### src/core/sewa_map.vh
// constants for the serial word-access nonvolatile memory core
`ifndef SEWA_MAP_VH
`define SEWA_MAP_VH

// ==========================================================
// organisation
`define SEWA_WORDS        50
`define SEWA_WORD_W       14
`define SEWA_DIGIT_W      10
`define SEWA_ADDR_BITS    20
`define SEWA_IDX_W        6

// ==========================================================
// mode codes {c1,c2,c3}
`define SEWA_M_STANDBY    3'h7
`define SEWA_M_UNUSED     3'h6
`define SEWA_M_ERASE      3'h5
`define SEWA_M_ACC_ADDR   3'h4
`define SEWA_M_READ       3'h3
`define SEWA_M_SHIFT_OUT  3'h2
`define SEWA_M_WRITE      3'h1
`define SEWA_M_ACC_DATA   3'h0

// ==========================================================
// timing
`define SEWA_CLK_KHZ      10000
`define SEWA_PROG_MIN_MS  16
`define SEWA_PROG_CYC     (`SEWA_PROG_MIN_MS * `SEWA_CLK_KHZ)

// ==========================================================
// register map (byte addresses)
`define SEWA_REG_CTRL     12'h000
`define SEWA_REG_STATUS   12'h004
`define SEWA_REG_ADDR     12'h008
`define SEWA_REG_DATA     12'h00C

// field positions
`define SEWA_CTRL_WP      0
`define SEWA_ST_BUSY      3
`define SEWA_ST_AVALID    4
`define SEWA_ST_OE        5
`define SEWA_ST_DONE      6
`define SEWA_CTRL_RESET   32'h00000000

`endif

### src/core/sewa_core.v
// serial word-access nonvolatile memory: pin engine and register slave
//
// Overview of operation
// - three mode lines select one of seven functions
// - standby keeps registers, line floats
// - erase clears addressed word to all zeros
// - accept address shifts line into address
// - read copies addressed word into data register
// - shift out drives line, one bit per clock
// - write ORs data register into addressed word
// - accept data shifts line, address untouched
// - line direction follows mode, floats otherwise
// - output bit valid within 20 us
// - fifty words of fourteen bits, each alterable
`timescale 1ns/100ps
`default_nettype none
`include "sewa_map.vh"

module sewa_core #(
  parameter PROG_CYC = `SEWA_PROG_CYC
) (
  // clock and reset
  input  wire        clk,
  input  wire        sys_rst,
  // device pins
  input  wire        ser_clk_pin,
  input  wire [2:0]  mode_pin,
  input  wire        sio_in,
  output reg         sio_out,
  output reg         sio_oe,
  // axi4-lite write address
  input  wire [11:0] s_axi_awaddr,
  input  wire        s_axi_awvalid,
  output wire        s_axi_awready,
  // axi4-lite write data
  input  wire [31:0] s_axi_wdata,
  input  wire [3:0]  s_axi_wstrb,
  input  wire        s_axi_wvalid,
  output wire        s_axi_wready,
  // axi4-lite write response
  output reg  [1:0]  s_axi_bresp,
  output reg         s_axi_bvalid,
  input  wire        s_axi_bready,
  // axi4-lite read address
  input  wire [11:0] s_axi_araddr,
  input  wire        s_axi_arvalid,
  output wire        s_axi_arready,
  // axi4-lite read data
  output reg  [31:0] s_axi_rdata,
  output reg  [1:0]  s_axi_rresp,
  output reg         s_axi_rvalid,
  input  wire        s_axi_rready
);

  // ========================================================
  // pin synchronisers
  reg        sclk_s1_reg;
  reg        sclk_s2_reg;
  reg        sclk_d_reg;
  reg  [2:0] mode_s1_reg;
  reg  [2:0] mode_s2_reg;
  reg  [2:0] mode_d_reg;
  reg        sio_s1_reg;
  reg        sio_s2_reg;

  always @(posedge clk or posedge sys_rst) begin
    if (sys_rst) begin
      sclk_s1_reg <= 1'b1;
      sclk_s2_reg <= 1'b1;
      sclk_d_reg  <= 1'b1;
      mode_s1_reg <= `SEWA_M_STANDBY;
      mode_s2_reg <= `SEWA_M_STANDBY;
      mode_d_reg  <= `SEWA_M_STANDBY;
      sio_s1_reg  <= 1'b0;
      sio_s2_reg  <= 1'b0;
    end else begin
      sclk_s1_reg <= ser_clk_pin;
      sclk_s2_reg <= sclk_s1_reg;
      sclk_d_reg  <= sclk_s2_reg;
      mode_s1_reg <= mode_pin;
      mode_s2_reg <= mode_s1_reg;
      mode_d_reg  <= mode_s2_reg;
      sio_s1_reg  <= sio_in;
      sio_s2_reg  <= sio_s1_reg;
    end
  end

  // inputs are stable through the low phase, so the falling edge is the safe sample point
  wire sclk_fall = sclk_d_reg & ~sclk_s2_reg;
  wire sclk_rise = ~sclk_d_reg & sclk_s2_reg;
  wire mode_new  = (mode_s2_reg != mode_d_reg);
  wire [2:0] mode = mode_s2_reg;

  // ========================================================
  // storage array, not reset: it models nonvolatile cells
  reg [`SEWA_WORD_W-1:0] mem [0:`SEWA_WORDS-1];

  // ========================================================
  // address digits and decode
  reg  [`SEWA_ADDR_BITS-1:0] addr_sr_reg;
  reg  [3:0]                 tens;
  reg  [3:0]                 units;
  reg  [4:0]                 tens_hits;
  reg  [4:0]                 units_hits;
  reg  [`SEWA_IDX_W-1:0]     word_idx;
  wire                       addr_valid;
  integer                    k;

  always @* begin
    tens       = 4'h0;
    units      = 4'h0;
    tens_hits  = 5'h00;
    units_hits = 5'h00;
    for (k = 0; k < `SEWA_DIGIT_W; k = k + 1) begin
      if (addr_sr_reg[`SEWA_DIGIT_W + k]) begin
        tens      = k[3:0];
        tens_hits = tens_hits + 5'h01;
      end
      if (addr_sr_reg[k]) begin
        units      = k[3:0];
        units_hits = units_hits + 5'h01;
      end
    end
    word_idx = {2'h0, tens} * 6'h0A + {2'h0, units};
  end

  // a tens digit of 6 or more can wrap the 6-bit index back into range, so tens above 4 is refused here
  assign addr_valid = (tens_hits == 5'h01) && (units_hits == 5'h01) &&
                      (tens < 4'h5) && (word_idx < `SEWA_WORDS);

  // ========================================================
  // control register from software
  reg        wp_reg;
  localparam [31:0] CTRL_RST = `SEWA_CTRL_RESET;

  // ========================================================
  // program sequencer for erase and write
  localparam [2:0] ST_IDLE = 3'h1;
  localparam [2:0] ST_PROG = 3'h2;
  localparam [2:0] ST_DONE = 3'h4;

  reg  [2:0]              st_reg;
  reg  [2:0]              st_next;
  reg  [17:0]             cnt_reg;
  reg                     done_reg;
  reg  [`SEWA_WORD_W-1:0] data_reg;
  reg  [`SEWA_IDX_W-1:0]  prog_idx_reg;

  wire prog_mode = (mode == `SEWA_M_ERASE) || (mode == `SEWA_M_WRITE);
  wire prog_end  = (cnt_reg == PROG_CYC - 1);

  always @* begin
    st_next = st_reg;
    case (st_reg)
      ST_IDLE: begin
        if (prog_mode && mode_new && addr_valid && !wp_reg) begin
          st_next = ST_PROG;
        end
      end
      ST_PROG: begin
        // leaving the mode early abandons the cell update
        if (!prog_mode || mode_new) begin
          st_next = ST_IDLE;
        end else if (prog_end) begin
          st_next = ST_DONE;
        end
      end
      ST_DONE: begin
        if (!prog_mode || mode_new) begin
          st_next = ST_IDLE;
        end
      end
      default: begin
        st_next = ST_IDLE;
      end
    endcase
  end

  always @(posedge clk or posedge sys_rst) begin
    if (sys_rst) begin
      st_reg       <= ST_IDLE;
      cnt_reg      <= 18'h00000;
      done_reg     <= 1'b0;
      prog_idx_reg <= 6'h00;
    end else begin
      st_reg <= st_next;
      if (st_reg == ST_IDLE) begin
        cnt_reg      <= 18'h00000;
        prog_idx_reg <= word_idx;
      end else if (st_reg == ST_PROG) begin
        cnt_reg <= cnt_reg + 18'h00001;
      end
      if (st_reg == ST_PROG && st_next == ST_DONE) begin
        done_reg <= 1'b1;
      end else if (st_reg == ST_IDLE && st_next == ST_PROG) begin
        done_reg <= 1'b0;
      end
    end
  end

  // cell update after the minimum hold time
  always @(posedge clk) begin
    if (st_reg == ST_PROG && prog_end && prog_mode && !mode_new) begin
      if (mode == `SEWA_M_ERASE) begin
        mem[prog_idx_reg] <= {`SEWA_WORD_W{1'b0}};
      end else begin
        // write can only raise bits, which is why erase must come first
        mem[prog_idx_reg] <= mem[prog_idx_reg] | data_reg;
      end
    end
  end

  // ========================================================
  // address and data shift registers
  always @(posedge clk or posedge sys_rst) begin
    if (sys_rst) begin
      addr_sr_reg <= {`SEWA_ADDR_BITS{1'b0}};
      data_reg    <= {`SEWA_WORD_W{1'b0}};
    end else begin
      case (mode)
        `SEWA_M_ACC_ADDR: begin
          if (sclk_fall) begin
            addr_sr_reg <= {addr_sr_reg[`SEWA_ADDR_BITS-2:0], sio_s2_reg};
          end
        end
        `SEWA_M_ACC_DATA: begin
          if (sclk_fall) begin
            data_reg <= {data_reg[`SEWA_WORD_W-2:0], sio_s2_reg};
          end
        end
        `SEWA_M_READ: begin
          if (mode_new && addr_valid) begin
            data_reg <= mem[word_idx];
          end
        end
        `SEWA_M_SHIFT_OUT: begin
          if (sclk_rise && !mode_new) begin
            data_reg <= {data_reg[`SEWA_WORD_W-2:0], 1'b0};
          end
        end
        default: begin
          // standby, erase, write and the unused code hold both registers
          addr_sr_reg <= addr_sr_reg;
        end
      endcase
    end
  end

  // ========================================================
  // serial line driver; a few cycles of latency, far inside 20 us
  always @(posedge clk or posedge sys_rst) begin
    if (sys_rst) begin
      sio_oe  <= 1'b0;
      sio_out <= 1'b0;
    end else begin
      sio_oe  <= (mode == `SEWA_M_SHIFT_OUT);
      sio_out <= data_reg[`SEWA_WORD_W-1];
    end
  end

  // ========================================================
  // axi4-lite write channel
  reg        aw_held_reg;
  reg        w_held_reg;
  reg [11:0] awaddr_reg;
  reg [31:0] wdata_reg;
  reg [3:0]  wstrb_reg;

  assign s_axi_awready = !aw_held_reg && !s_axi_bvalid;
  assign s_axi_wready  = !w_held_reg && !s_axi_bvalid;

  wire wr_go = aw_held_reg && w_held_reg && !s_axi_bvalid;

  always @(posedge clk or posedge sys_rst) begin
    if (sys_rst) begin
      aw_held_reg  <= 1'b0;
      w_held_reg   <= 1'b0;
      awaddr_reg   <= 12'h000;
      wdata_reg    <= 32'h00000000;
      wstrb_reg    <= 4'h0;
      s_axi_bvalid <= 1'b0;
      s_axi_bresp  <= 2'h0;
      wp_reg       <= CTRL_RST[`SEWA_CTRL_WP];
    end else begin
      if (s_axi_awvalid && s_axi_awready) begin
        aw_held_reg <= 1'b1;
        awaddr_reg  <= s_axi_awaddr;
      end
      if (s_axi_wvalid && s_axi_wready) begin
        w_held_reg <= 1'b1;
        wdata_reg  <= s_axi_wdata;
        wstrb_reg  <= s_axi_wstrb;
      end
      if (wr_go) begin
        aw_held_reg  <= 1'b0;
        w_held_reg   <= 1'b0;
        s_axi_bvalid <= 1'b1;
        if (awaddr_reg == `SEWA_REG_CTRL) begin
          s_axi_bresp <= 2'h0;
          if (wstrb_reg[0]) begin
            wp_reg <= wdata_reg[`SEWA_CTRL_WP];
          end
        end else if (awaddr_reg == `SEWA_REG_STATUS || awaddr_reg == `SEWA_REG_ADDR ||
                     awaddr_reg == `SEWA_REG_DATA) begin
          s_axi_bresp <= 2'h0;
        end else begin
          s_axi_bresp <= 2'h2;
        end
      end else if (s_axi_bvalid && s_axi_bready) begin
        s_axi_bvalid <= 1'b0;
      end
    end
  end

  // ========================================================
  // axi4-lite read channel
  assign s_axi_arready = !s_axi_rvalid;

  always @(posedge clk or posedge sys_rst) begin
    if (sys_rst) begin
      s_axi_rvalid <= 1'b0;
      s_axi_rdata  <= 32'h00000000;
      s_axi_rresp  <= 2'h0;
    end else begin
      if (s_axi_arvalid && s_axi_arready) begin
        s_axi_rvalid <= 1'b1;
        s_axi_rresp  <= 2'h0;
        case (s_axi_araddr)
          `SEWA_REG_CTRL: begin
            s_axi_rdata <= {31'h00000000, wp_reg};
          end
          `SEWA_REG_STATUS: begin
            s_axi_rdata <= {25'h0000000, done_reg, sio_oe, addr_valid,
                            (st_reg == ST_PROG), mode};
          end
          `SEWA_REG_ADDR: begin
            s_axi_rdata <= {6'h00, addr_sr_reg, word_idx};
          end
          `SEWA_REG_DATA: begin
            s_axi_rdata <= {18'h00000, data_reg};
          end
          default: begin
            s_axi_rdata <= 32'h00000000;
            s_axi_rresp <= 2'h2;
          end
        endcase
      end else if (s_axi_rvalid && s_axi_rready) begin
        s_axi_rvalid <= 1'b0;
      end
    end
  end

endmodule // sewa_core

`default_nettype wire

### config.mk
export PLATFORM = sky130hd
export DESIGN_NAME = sewa_core
export DESIGN_NICKNAME = d
export VERILOG_FILES = /design/src/core/sewa_core.v
export VERILOG_INCLUDE_DIRS = /design/src /design/src/core
export SDC_FILE = /design/constraint.sdc
export NUM_CORES = 1
export LEC_CHECK = 0
export CAP_MARGIN = 20
export CORE_ASPECT_RATIO = 2
export CORE_MARGIN = 3
export CORE_UTILIZATION = 66
export CTS_BUF_LIST = sky130_fd_sc_hd__clkbuf_4 sky130_fd_sc_hd__clkbuf_8
export DETAILED_ROUTE_END_ITERATION = 8
export DONT_BUFFER_PORTS = 1
export PLACE_DENSITY = 0.82
export SLEW_MARGIN = 20
export SYNTH_ARGS = -nofsm -noshare
export SYNTH_HDL_FRONTEND = slang
export SYNTH_SLANG_ARGS = --single-unit
### constraint.sdc
create_clock -name clk -period 8.3 [get_ports clk]
set_clock_uncertainty 0.2 [all_clocks]
set_input_delay 0.83 -clock clk [delete_from_list [all_inputs] [get_ports clk]]
set_output_delay 0.83 -clock clk [all_outputs]
set_load 0.01 [all_outputs]
; After elaboration in Yosys (flattened, before gate mapping)
; Memories as Yosys holds them, arrays and structs flattened.
; Cells that the tools add are included.
[totals]
regBits = 133
ramBits = 700
in_bits = 72
elab_cells = 197
memories = 1
[classes]
add_sub_neg = 20
n_mul = 1
order_cmp = 2
n_eq_ne = 23
muxes = 70
bitwise_logic = 6
reduce_logical = 47
[memory_table]
columns = memory, words, width, read_ports, rd_ports_with_merged_regs, write_ports, line_no
row1 = mem, 50, 14, 2, 0, 1, sewa_core.v:96  ; reg [`SEWA_WORD_W-1:0] mem [0:`SEWA_WORDS-1];
[ops]
columns = op, n
row1 = case mux 26 bit (4 select lines), 1
row2 = "adder 5 x 1 -> 5 bit, second input constant", 18
row3 = 2-to-1 mux 5 bit, 18
row4 = 2-to-1 mux 4 bit, 16
row5 = 2-to-1 mux 14 bit, 4
row6 = "== test 12 x 4 -> 1 bit, second input constant", 4
row7 = case mux 14 bit (3 select lines), 1
row8 = 2-to-1 mux 18 bit, 2
row9 = "== test 12 x 3 -> 1 bit, second input constant", 2
row10 = zero test 12 bit, 2
row11 = logical AND 1 bit, 22
row12 = 2-to-1 mux 1 bit, 20
row13 = "adder 18 x 1 -> 18 bit, second input constant", 1
row14 = "== test 18 bit, second input constant", 1
row15 = bitwise OR 14 bit, 1
row16 = "== test 3 x 2 -> 1 bit, second input constant", 4
row17 = "== test 3 bit, second input constant", 4
row18 = 2-to-1 mux 3 bit, 4
row19 = nonzero test 2 bit, 6
row20 = "== test 5 x 1 -> 1 bit, second input constant", 2
row21 = case mux 3 bit (3 select lines), 1
row22 = zero test 1 bit, 7
row23 = adder 6 x 4 -> 6 bit, 1
row24 = "== test 3 x 1 -> 1 bit, second input constant", 2
row25 = 16 further kinds, 25

; Depth between registers and ports, before layout
[logic_depth]
depth_word = 31
depth_mapped = 35
ltp_nobuf = 34

; Worst setup path before layout
; Ideal clock, no wire load.
[synth_timing]
path_kind = register -> register
from = register addr_sr_reg[1]
to = register data_reg[11]
arrival_ps = 6001
required_time_ps = 8016
slack_ps = 2015
stages_incl_launch_ff = 35
path_buffers = 1
synth_period_minus_slack_ps = 6285
cell_sequence = dfrtp_1 inv_1 ha_1 xor2_1 ha_1 inv_1 a21oi_1 ha_1 nand2_1 a21bo_2 ha_1 nand2_1 o31a_1 a21o_1 inv_1 ha_1 nand2_1 o21ai_0 ha_1 nor2_1 nor2_1 ha_1 nand2_1 o31ai_1 ha_1 nand2_1 xor2_1 xnor2_1 nor2_1 nand4_1 or4_4 o31ai_4 buf_6 nor2_1 a41oi_2
[synth_via]
elab_chain_cells = 24
word_cells_on_any_way = 38
classes_between = add/sub: 9 / order compare: 1 / eq/ne: 2 / mux: 20 / reduce/logical: 5 / memory: 1
[synth_rtl]
columns = element, line_no
row1 = from (decl), sewa_core.v:100  ; reg [`SEWA_ADDR_BITS-1:0] addr_sr_reg;
row2 = from (signal assigned), sewa_core.v:217  ; addr_sr_reg <= {`SEWA_ADDR_BITS{1'b0}};
row3 = from (signal assigned), sewa_core.v:223  ; addr_sr_reg <= {addr_sr_reg[`SEWA_ADDR_BITS-2:0], sio_s2_reg};
row4 = from (signal assigned), sewa_core.v:243  ; addr_sr_reg <= addr_sr_reg;
row5 = 2-to-1 mux 5 bit, sewa_core.v:119  ; if (addr_sr_reg[k]) begin
row6 = adder 5 x 1 -> 5 bit, sewa_core.v:121  ; units_hits = units_hits + 5'h01;
row7 = 2-to-1 mux 5 bit, sewa_core.v:119
row8 = adder 5 x 1 -> 5 bit, sewa_core.v:121
row9 = 2-to-1 mux 5 bit, sewa_core.v:119
row10 = adder 5 x 1 -> 5 bit, sewa_core.v:121
row11 = 2-to-1 mux 5 bit, sewa_core.v:119
row12 = adder 5 x 1 -> 5 bit, sewa_core.v:121
row13 = [6 not listed], --
row14 = 2-to-1 mux 5 bit, sewa_core.v:119
row15 = adder 5 x 1 -> 5 bit, sewa_core.v:121
row16 = 2-to-1 mux 5 bit, sewa_core.v:119
row17 = == test 5 x 1 -> 1 bit, sewa_core.v:128  ; assign addr_valid = (tens_hits == 5'h01) && (units_hits == 5'h01) &&
row18 = logical AND 1 bit (3 in series), sewa_core.v:128
row19 = logical AND 1 bit, sewa_core.v:232  ; if (mode_new && addr_valid) begin
row20 = != test 2 bit (no source line), --
row21 = AND reduction 4 bit (no source line), --
row22 = to (signal assigned), sewa_core.v:228  ; data_reg <= {data_reg[`SEWA_WORD_W-2:0], sio_s2_reg};
row23 = to (signal assigned), sewa_core.v:233  ; data_reg <= mem[word_idx];
row24 = to (signal assigned), sewa_core.v:238  ; data_reg <= {data_reg[`SEWA_WORD_W-2:0], 1'b0};
row25 = to (decl), sewa_core.v:146  ; reg [`SEWA_WORD_W-1:0] data_reg;
; Several ways; a longest one is shown, not always the timed one. The select of a mux whose other input is x is not followed.
; A chain may end at the register's enable or synchronous reset.

; Worst setup path after layout
[layout_timing]
from = register addr_sr_reg[0]
to = register data_reg[0]
[layout_via]
elab_chain_cells = 26
[layout_rtl]
columns = element, line_no
row1 = 2-to-1 mux 1 bit *, sewa_core.v:119
row2 = adder 5 x 1 -> 5 bit, sewa_core.v:121
row3 = 2-to-1 mux 5 bit *, sewa_core.v:119
row4 = adder 5 x 1 -> 5 bit, sewa_core.v:121
row5 = 2-to-1 mux 5 bit *, sewa_core.v:119
row6 = adder 5 x 1 -> 5 bit, sewa_core.v:121
row7 = 2-to-1 mux 5 bit *, sewa_core.v:119
row8 = adder 5 x 1 -> 5 bit, sewa_core.v:121
row9 = [8 not listed], --
row10 = 2-to-1 mux 5 bit *, sewa_core.v:119
row11 = adder 5 x 1 -> 5 bit, sewa_core.v:121
row12 = 2-to-1 mux 5 bit *, sewa_core.v:119
row13 = == test 5 x 1 -> 1 bit *, sewa_core.v:128
row14 = logical AND 1 bit * (3 in series), sewa_core.v:128
row15 = logical AND 1 bit *, sewa_core.v:232
row16 = != test 2 bit (no source line) *, --
row17 = AND reduction 4 bit (no source line) *, --
; Every way passes the cells marked *; elsewhere a longest branch is shown, timed or not.

==> flow_summary.yaml <==
min_path:
  holdCritPathClass: "input pin to flip-flop"
  min_from: "s_axi_awaddr[2]"
  holdPathStages: 1
  whs_endpoint: "awaddr_reg[2]"
clock_tree:
  cts_buffers: 106
  cts_buffer_depth: 3
  clk_latency_ns: 0.74
  post_cts_buffers: 0
  h-tree-depth: 3
  cts_tree: "yes"
  ctsRootBufferMaster: "clkbuf_8"
  clkSinkCount: 825
  clk_pin_slew_ns: 0.07
detailed_routing:
  dr_wl_met2_mm: 60.12
  drt-wirelength-per-cell_microns: 36.25
  highest_layer: "met5"
  via_per_inst: 7.810
  met1Wirelength_mm: 36.00
  wl_met3_mm: 16.53
  drt_iter0_drc: 4076
  route.vias.total: 27550
  antenna_left: 0
  routed_wirelength_mm: 127.9
  firstDrtPassIters: 6
  route.detailed.drc: 0
die:
  boundaryPins: 115
  die_x_microns: 176.2
  start_util_pct: 66.77
  die_h_microns: 346.3
  fp-row-count: 124
  die-area_sq_um: 61010
  core_area_sq_um: 57250
final_layout:
  register_area_sq_um: 24160
  multi_input_area_sq_um: 13400
  nFillCells: 3458
  layout-drive-gt1-share_pct: 19.85
  nets: 2778
  area_delta_synth_final_pct: 9.516
  largest_reg_flops: 700
  fin_util_pct: 73.12
  stdcell_count: 3528
global_route:
  grtUsageTotal_pct: 41.96
  antenna_found_initial: 9
  overflow: 0
  grt_first_pass_wirelength_mm: 182.8
  grt_pass1_vias: 27210
  grt_start_max_net_pins: 106
timing:
  finalCritPeriodShare_pct: 93.83
  fmax_mhz: 128.4
  whs_ns: 0.05657
  maxSlewViolCount: 0
  tns_ns: 0
  setup_violations: 0
  period_minus_slack_ns: 7.788
  grt_setup_unrepaired: "no"
  relSlewSlack_pct: 21.51
  worst_slew_pin_slew_ns: 1.174
  hold_violations: 0
setup_path:
  rr_startpoint: "addr_sr_reg[0]"
  rr_endpoint: "data_reg[0]"
  endpoint_kind: "flip-flop"
  cp_max_fo: 18
  max_stage_delay_ns: 0.63
  regToRegSetupSlack_ns: 0.51
  start_kind: "flip-flop"
  cp_data_arrival_time_ns: 8.23
  path_class: "flip-flop to flip-flop"
  rr_worst_depth: 34
  worst_ep_required_time_ns: 8.74
  cp_common_cell: "ha_1"
  critical-path-slowest-cell: "or4_4"
run:
  maxCapViolations: 0
synthesis:
  synth_cell_types: 86
  syn_inst: 2678
  synth_seq_area_share_pct: 63.22
  syn-cell-area_sq_um: 38220
  synth.top_cell.area_share_pct: 54.99
  yosysWarnings: 0
  synthArstFlopShare_pct: 15.15
  ys_top_cells_by_area: "edfxtp_1 (55%), mux4_2 (8.2%), dfrtp_1 (7.3%)"
  synth_seq_cells: 825
  postSynthAreaPerCell_sq_um: 14.27
  synth_ff_type: "edfxtp_1"
  yosysTopAreaCell: "edfxtp_1"
  synth-edff-count: 700
power_and_ir_drop:
  ir_worst_vdd_mv: 0.1765
  p_leak_uw: 0.01216
  p_total_uw: 9660
  powerDensity_nw_per_um2: 230.8
place:
  dp_hpwl_mm: 81.65
  gp_congestion: 1.030
  port_buffers: 0
  post-place-cells: 3312
status:
  status: "complete, no violations"
## worst max-delay path, delay by kind of cell (launching register included)
kind | cells | cell delay (ns)
fa+ha+maj | 8 | 2.49
xor+xnor | 3 | 0.46
buf+inv | 4 | 0.45
simple gates | 11 | 1.90
flops | 1 | 0.38
compound gates | 8 | 1.80
## per-layer routing
layer | GRT usage (%) | vias to the layer above
li1 | - | 10880
met1 | 46.70 | 13400
met2 | 65.43 | 2584
met3 | 11.15 | 686
met4 | 38.07 | 4
met5 | 0 | -
## where the power goes
| part | switching, uW | internal (uW) | leakage, uW |
|---|---|---|---|
| registers | 78.4 | 4510 | 0.00643 |
| logic | 1270 | 663 | 0.00455 |
| clock network | 1520 | 1620 | 0.00119 |
## logic make-up (layout without fill, tap and decap cells)
family,after synthesis,after routing,synth area share (%)
compound gates,713,713,13.72
xor+xnor,48,48,1.440
fa+ha+maj,26,26,0.8707
buf+inv,244,325,2.707
flops,825,825,63.22
mux,233,233,10.78
other cells,1,14,0.009811
simple gates,588,588,7.257
## synthesized netlist by cell type (all sizes together) (7+ instances only)
master / number
a22oi: 314
nand4: 85
nor3b: 7
ha: 25
nor2b: 7
dfrtp: 112
mux4: 139
a22o: 48
nand2: 199
o221ai: 7
edfxtp: 700
a31oi: 36
xor2: 17
dfstp: 13
a21oi: 54
nor2: 155
nand2b: 12
and2: 10
a21o: 7
nand3: 38
nor4: 13
buf: 67
a221oi: 34
clkbuf: 144
a32o: 8
mux2i: 56
o211ai: 20
inv: 32
o31ai: 20
xnor3: 7
o21ai: 72
or2: 11
nor3: 22
a2111oi: 10
a221o: 8
and3: 9
o22ai: 14
mux2: 38
xnor2: 22
## cell type report
type	count	share of cell area [%]
Sequential cell	825	57.72
Multi-Input combinational cell	1616	32.00
Clock buffer	148	4.358
Timing Repair Buffer	98	2.373
Tap cell	756	2.260
Clock inverter	46	0.9445
Inverter	33	0.3019
Antenna cell	6	0.03587
## metrics by stage
stage | worst slack (ns) | area, sq um
after global placement | 0.7859 | 39260
after floorplan | 2.015 | 38250
after detailed placement | 0.6564 | 39310
final | 0.5124 | 41860
after CTS | 0.6132 | 41610
after global routing | 0.04272 | 41850
## what timing repair did
action,in CTS,in global routing
resized for setup,0,0
hold buffers,8,0
hold endpoints to repair,70,0
## worst max-delay path by stage
stage,from,endpoint,slack (ns),depth (start not counted)
after floorplan,addr_sr_reg[1],data_reg[11],2.02,34
after global placement,addr_sr_reg[1],data_reg[11],0.79,34
after detailed placement,addr_sr_reg[0],data_reg[0],0.66,34
after CTS,addr_sr_reg[1],data_reg[0],0.61,34
after global routing,addr_sr_reg[0],data_reg[0],0.04,34
final,addr_sr_reg[0],data_reg[0],0.51,34
## layout by cell type (no fill, tap or decap), types with 21 or more instances in the layout
| cell | synthesis | routed |
|---|---|---|
| nor2_1 | 155 | 120 |
| clkbuf_4 | 0 | 34 |
| clkbuf_8 | 0 | 114 |
| a22oi_1 | 314 | 314 |
| o21ai_0 | 72 | 72 |
| inv_1 | 32 | 31 |
| a31oi_1 | 36 | 34 |
| mux2i_1 | 56 | 56 |
| a22o_1 | 48 | 48 |
| a221oi_1 | 34 | 34 |
| edfxtp_1 | 700 | 700 |
| mux4_2 | 139 | 139 |
| a21oi_1 | 53 | 52 |
| nand3_1 | 38 | 38 |
| xnor2_1 | 22 | 21 |
| dfrtp_1 | 112 | 112 |
| nor2_2 | 0 | 23 |
| ha_1 | 25 | 24 |
| buf_4 | 21 | 77 |
| nand2_1 | 198 | 198 |
| nand4_1 | 85 | 85 |
| mux2_2 | 38 | 38 |
(Power assumes the default switching activity.)
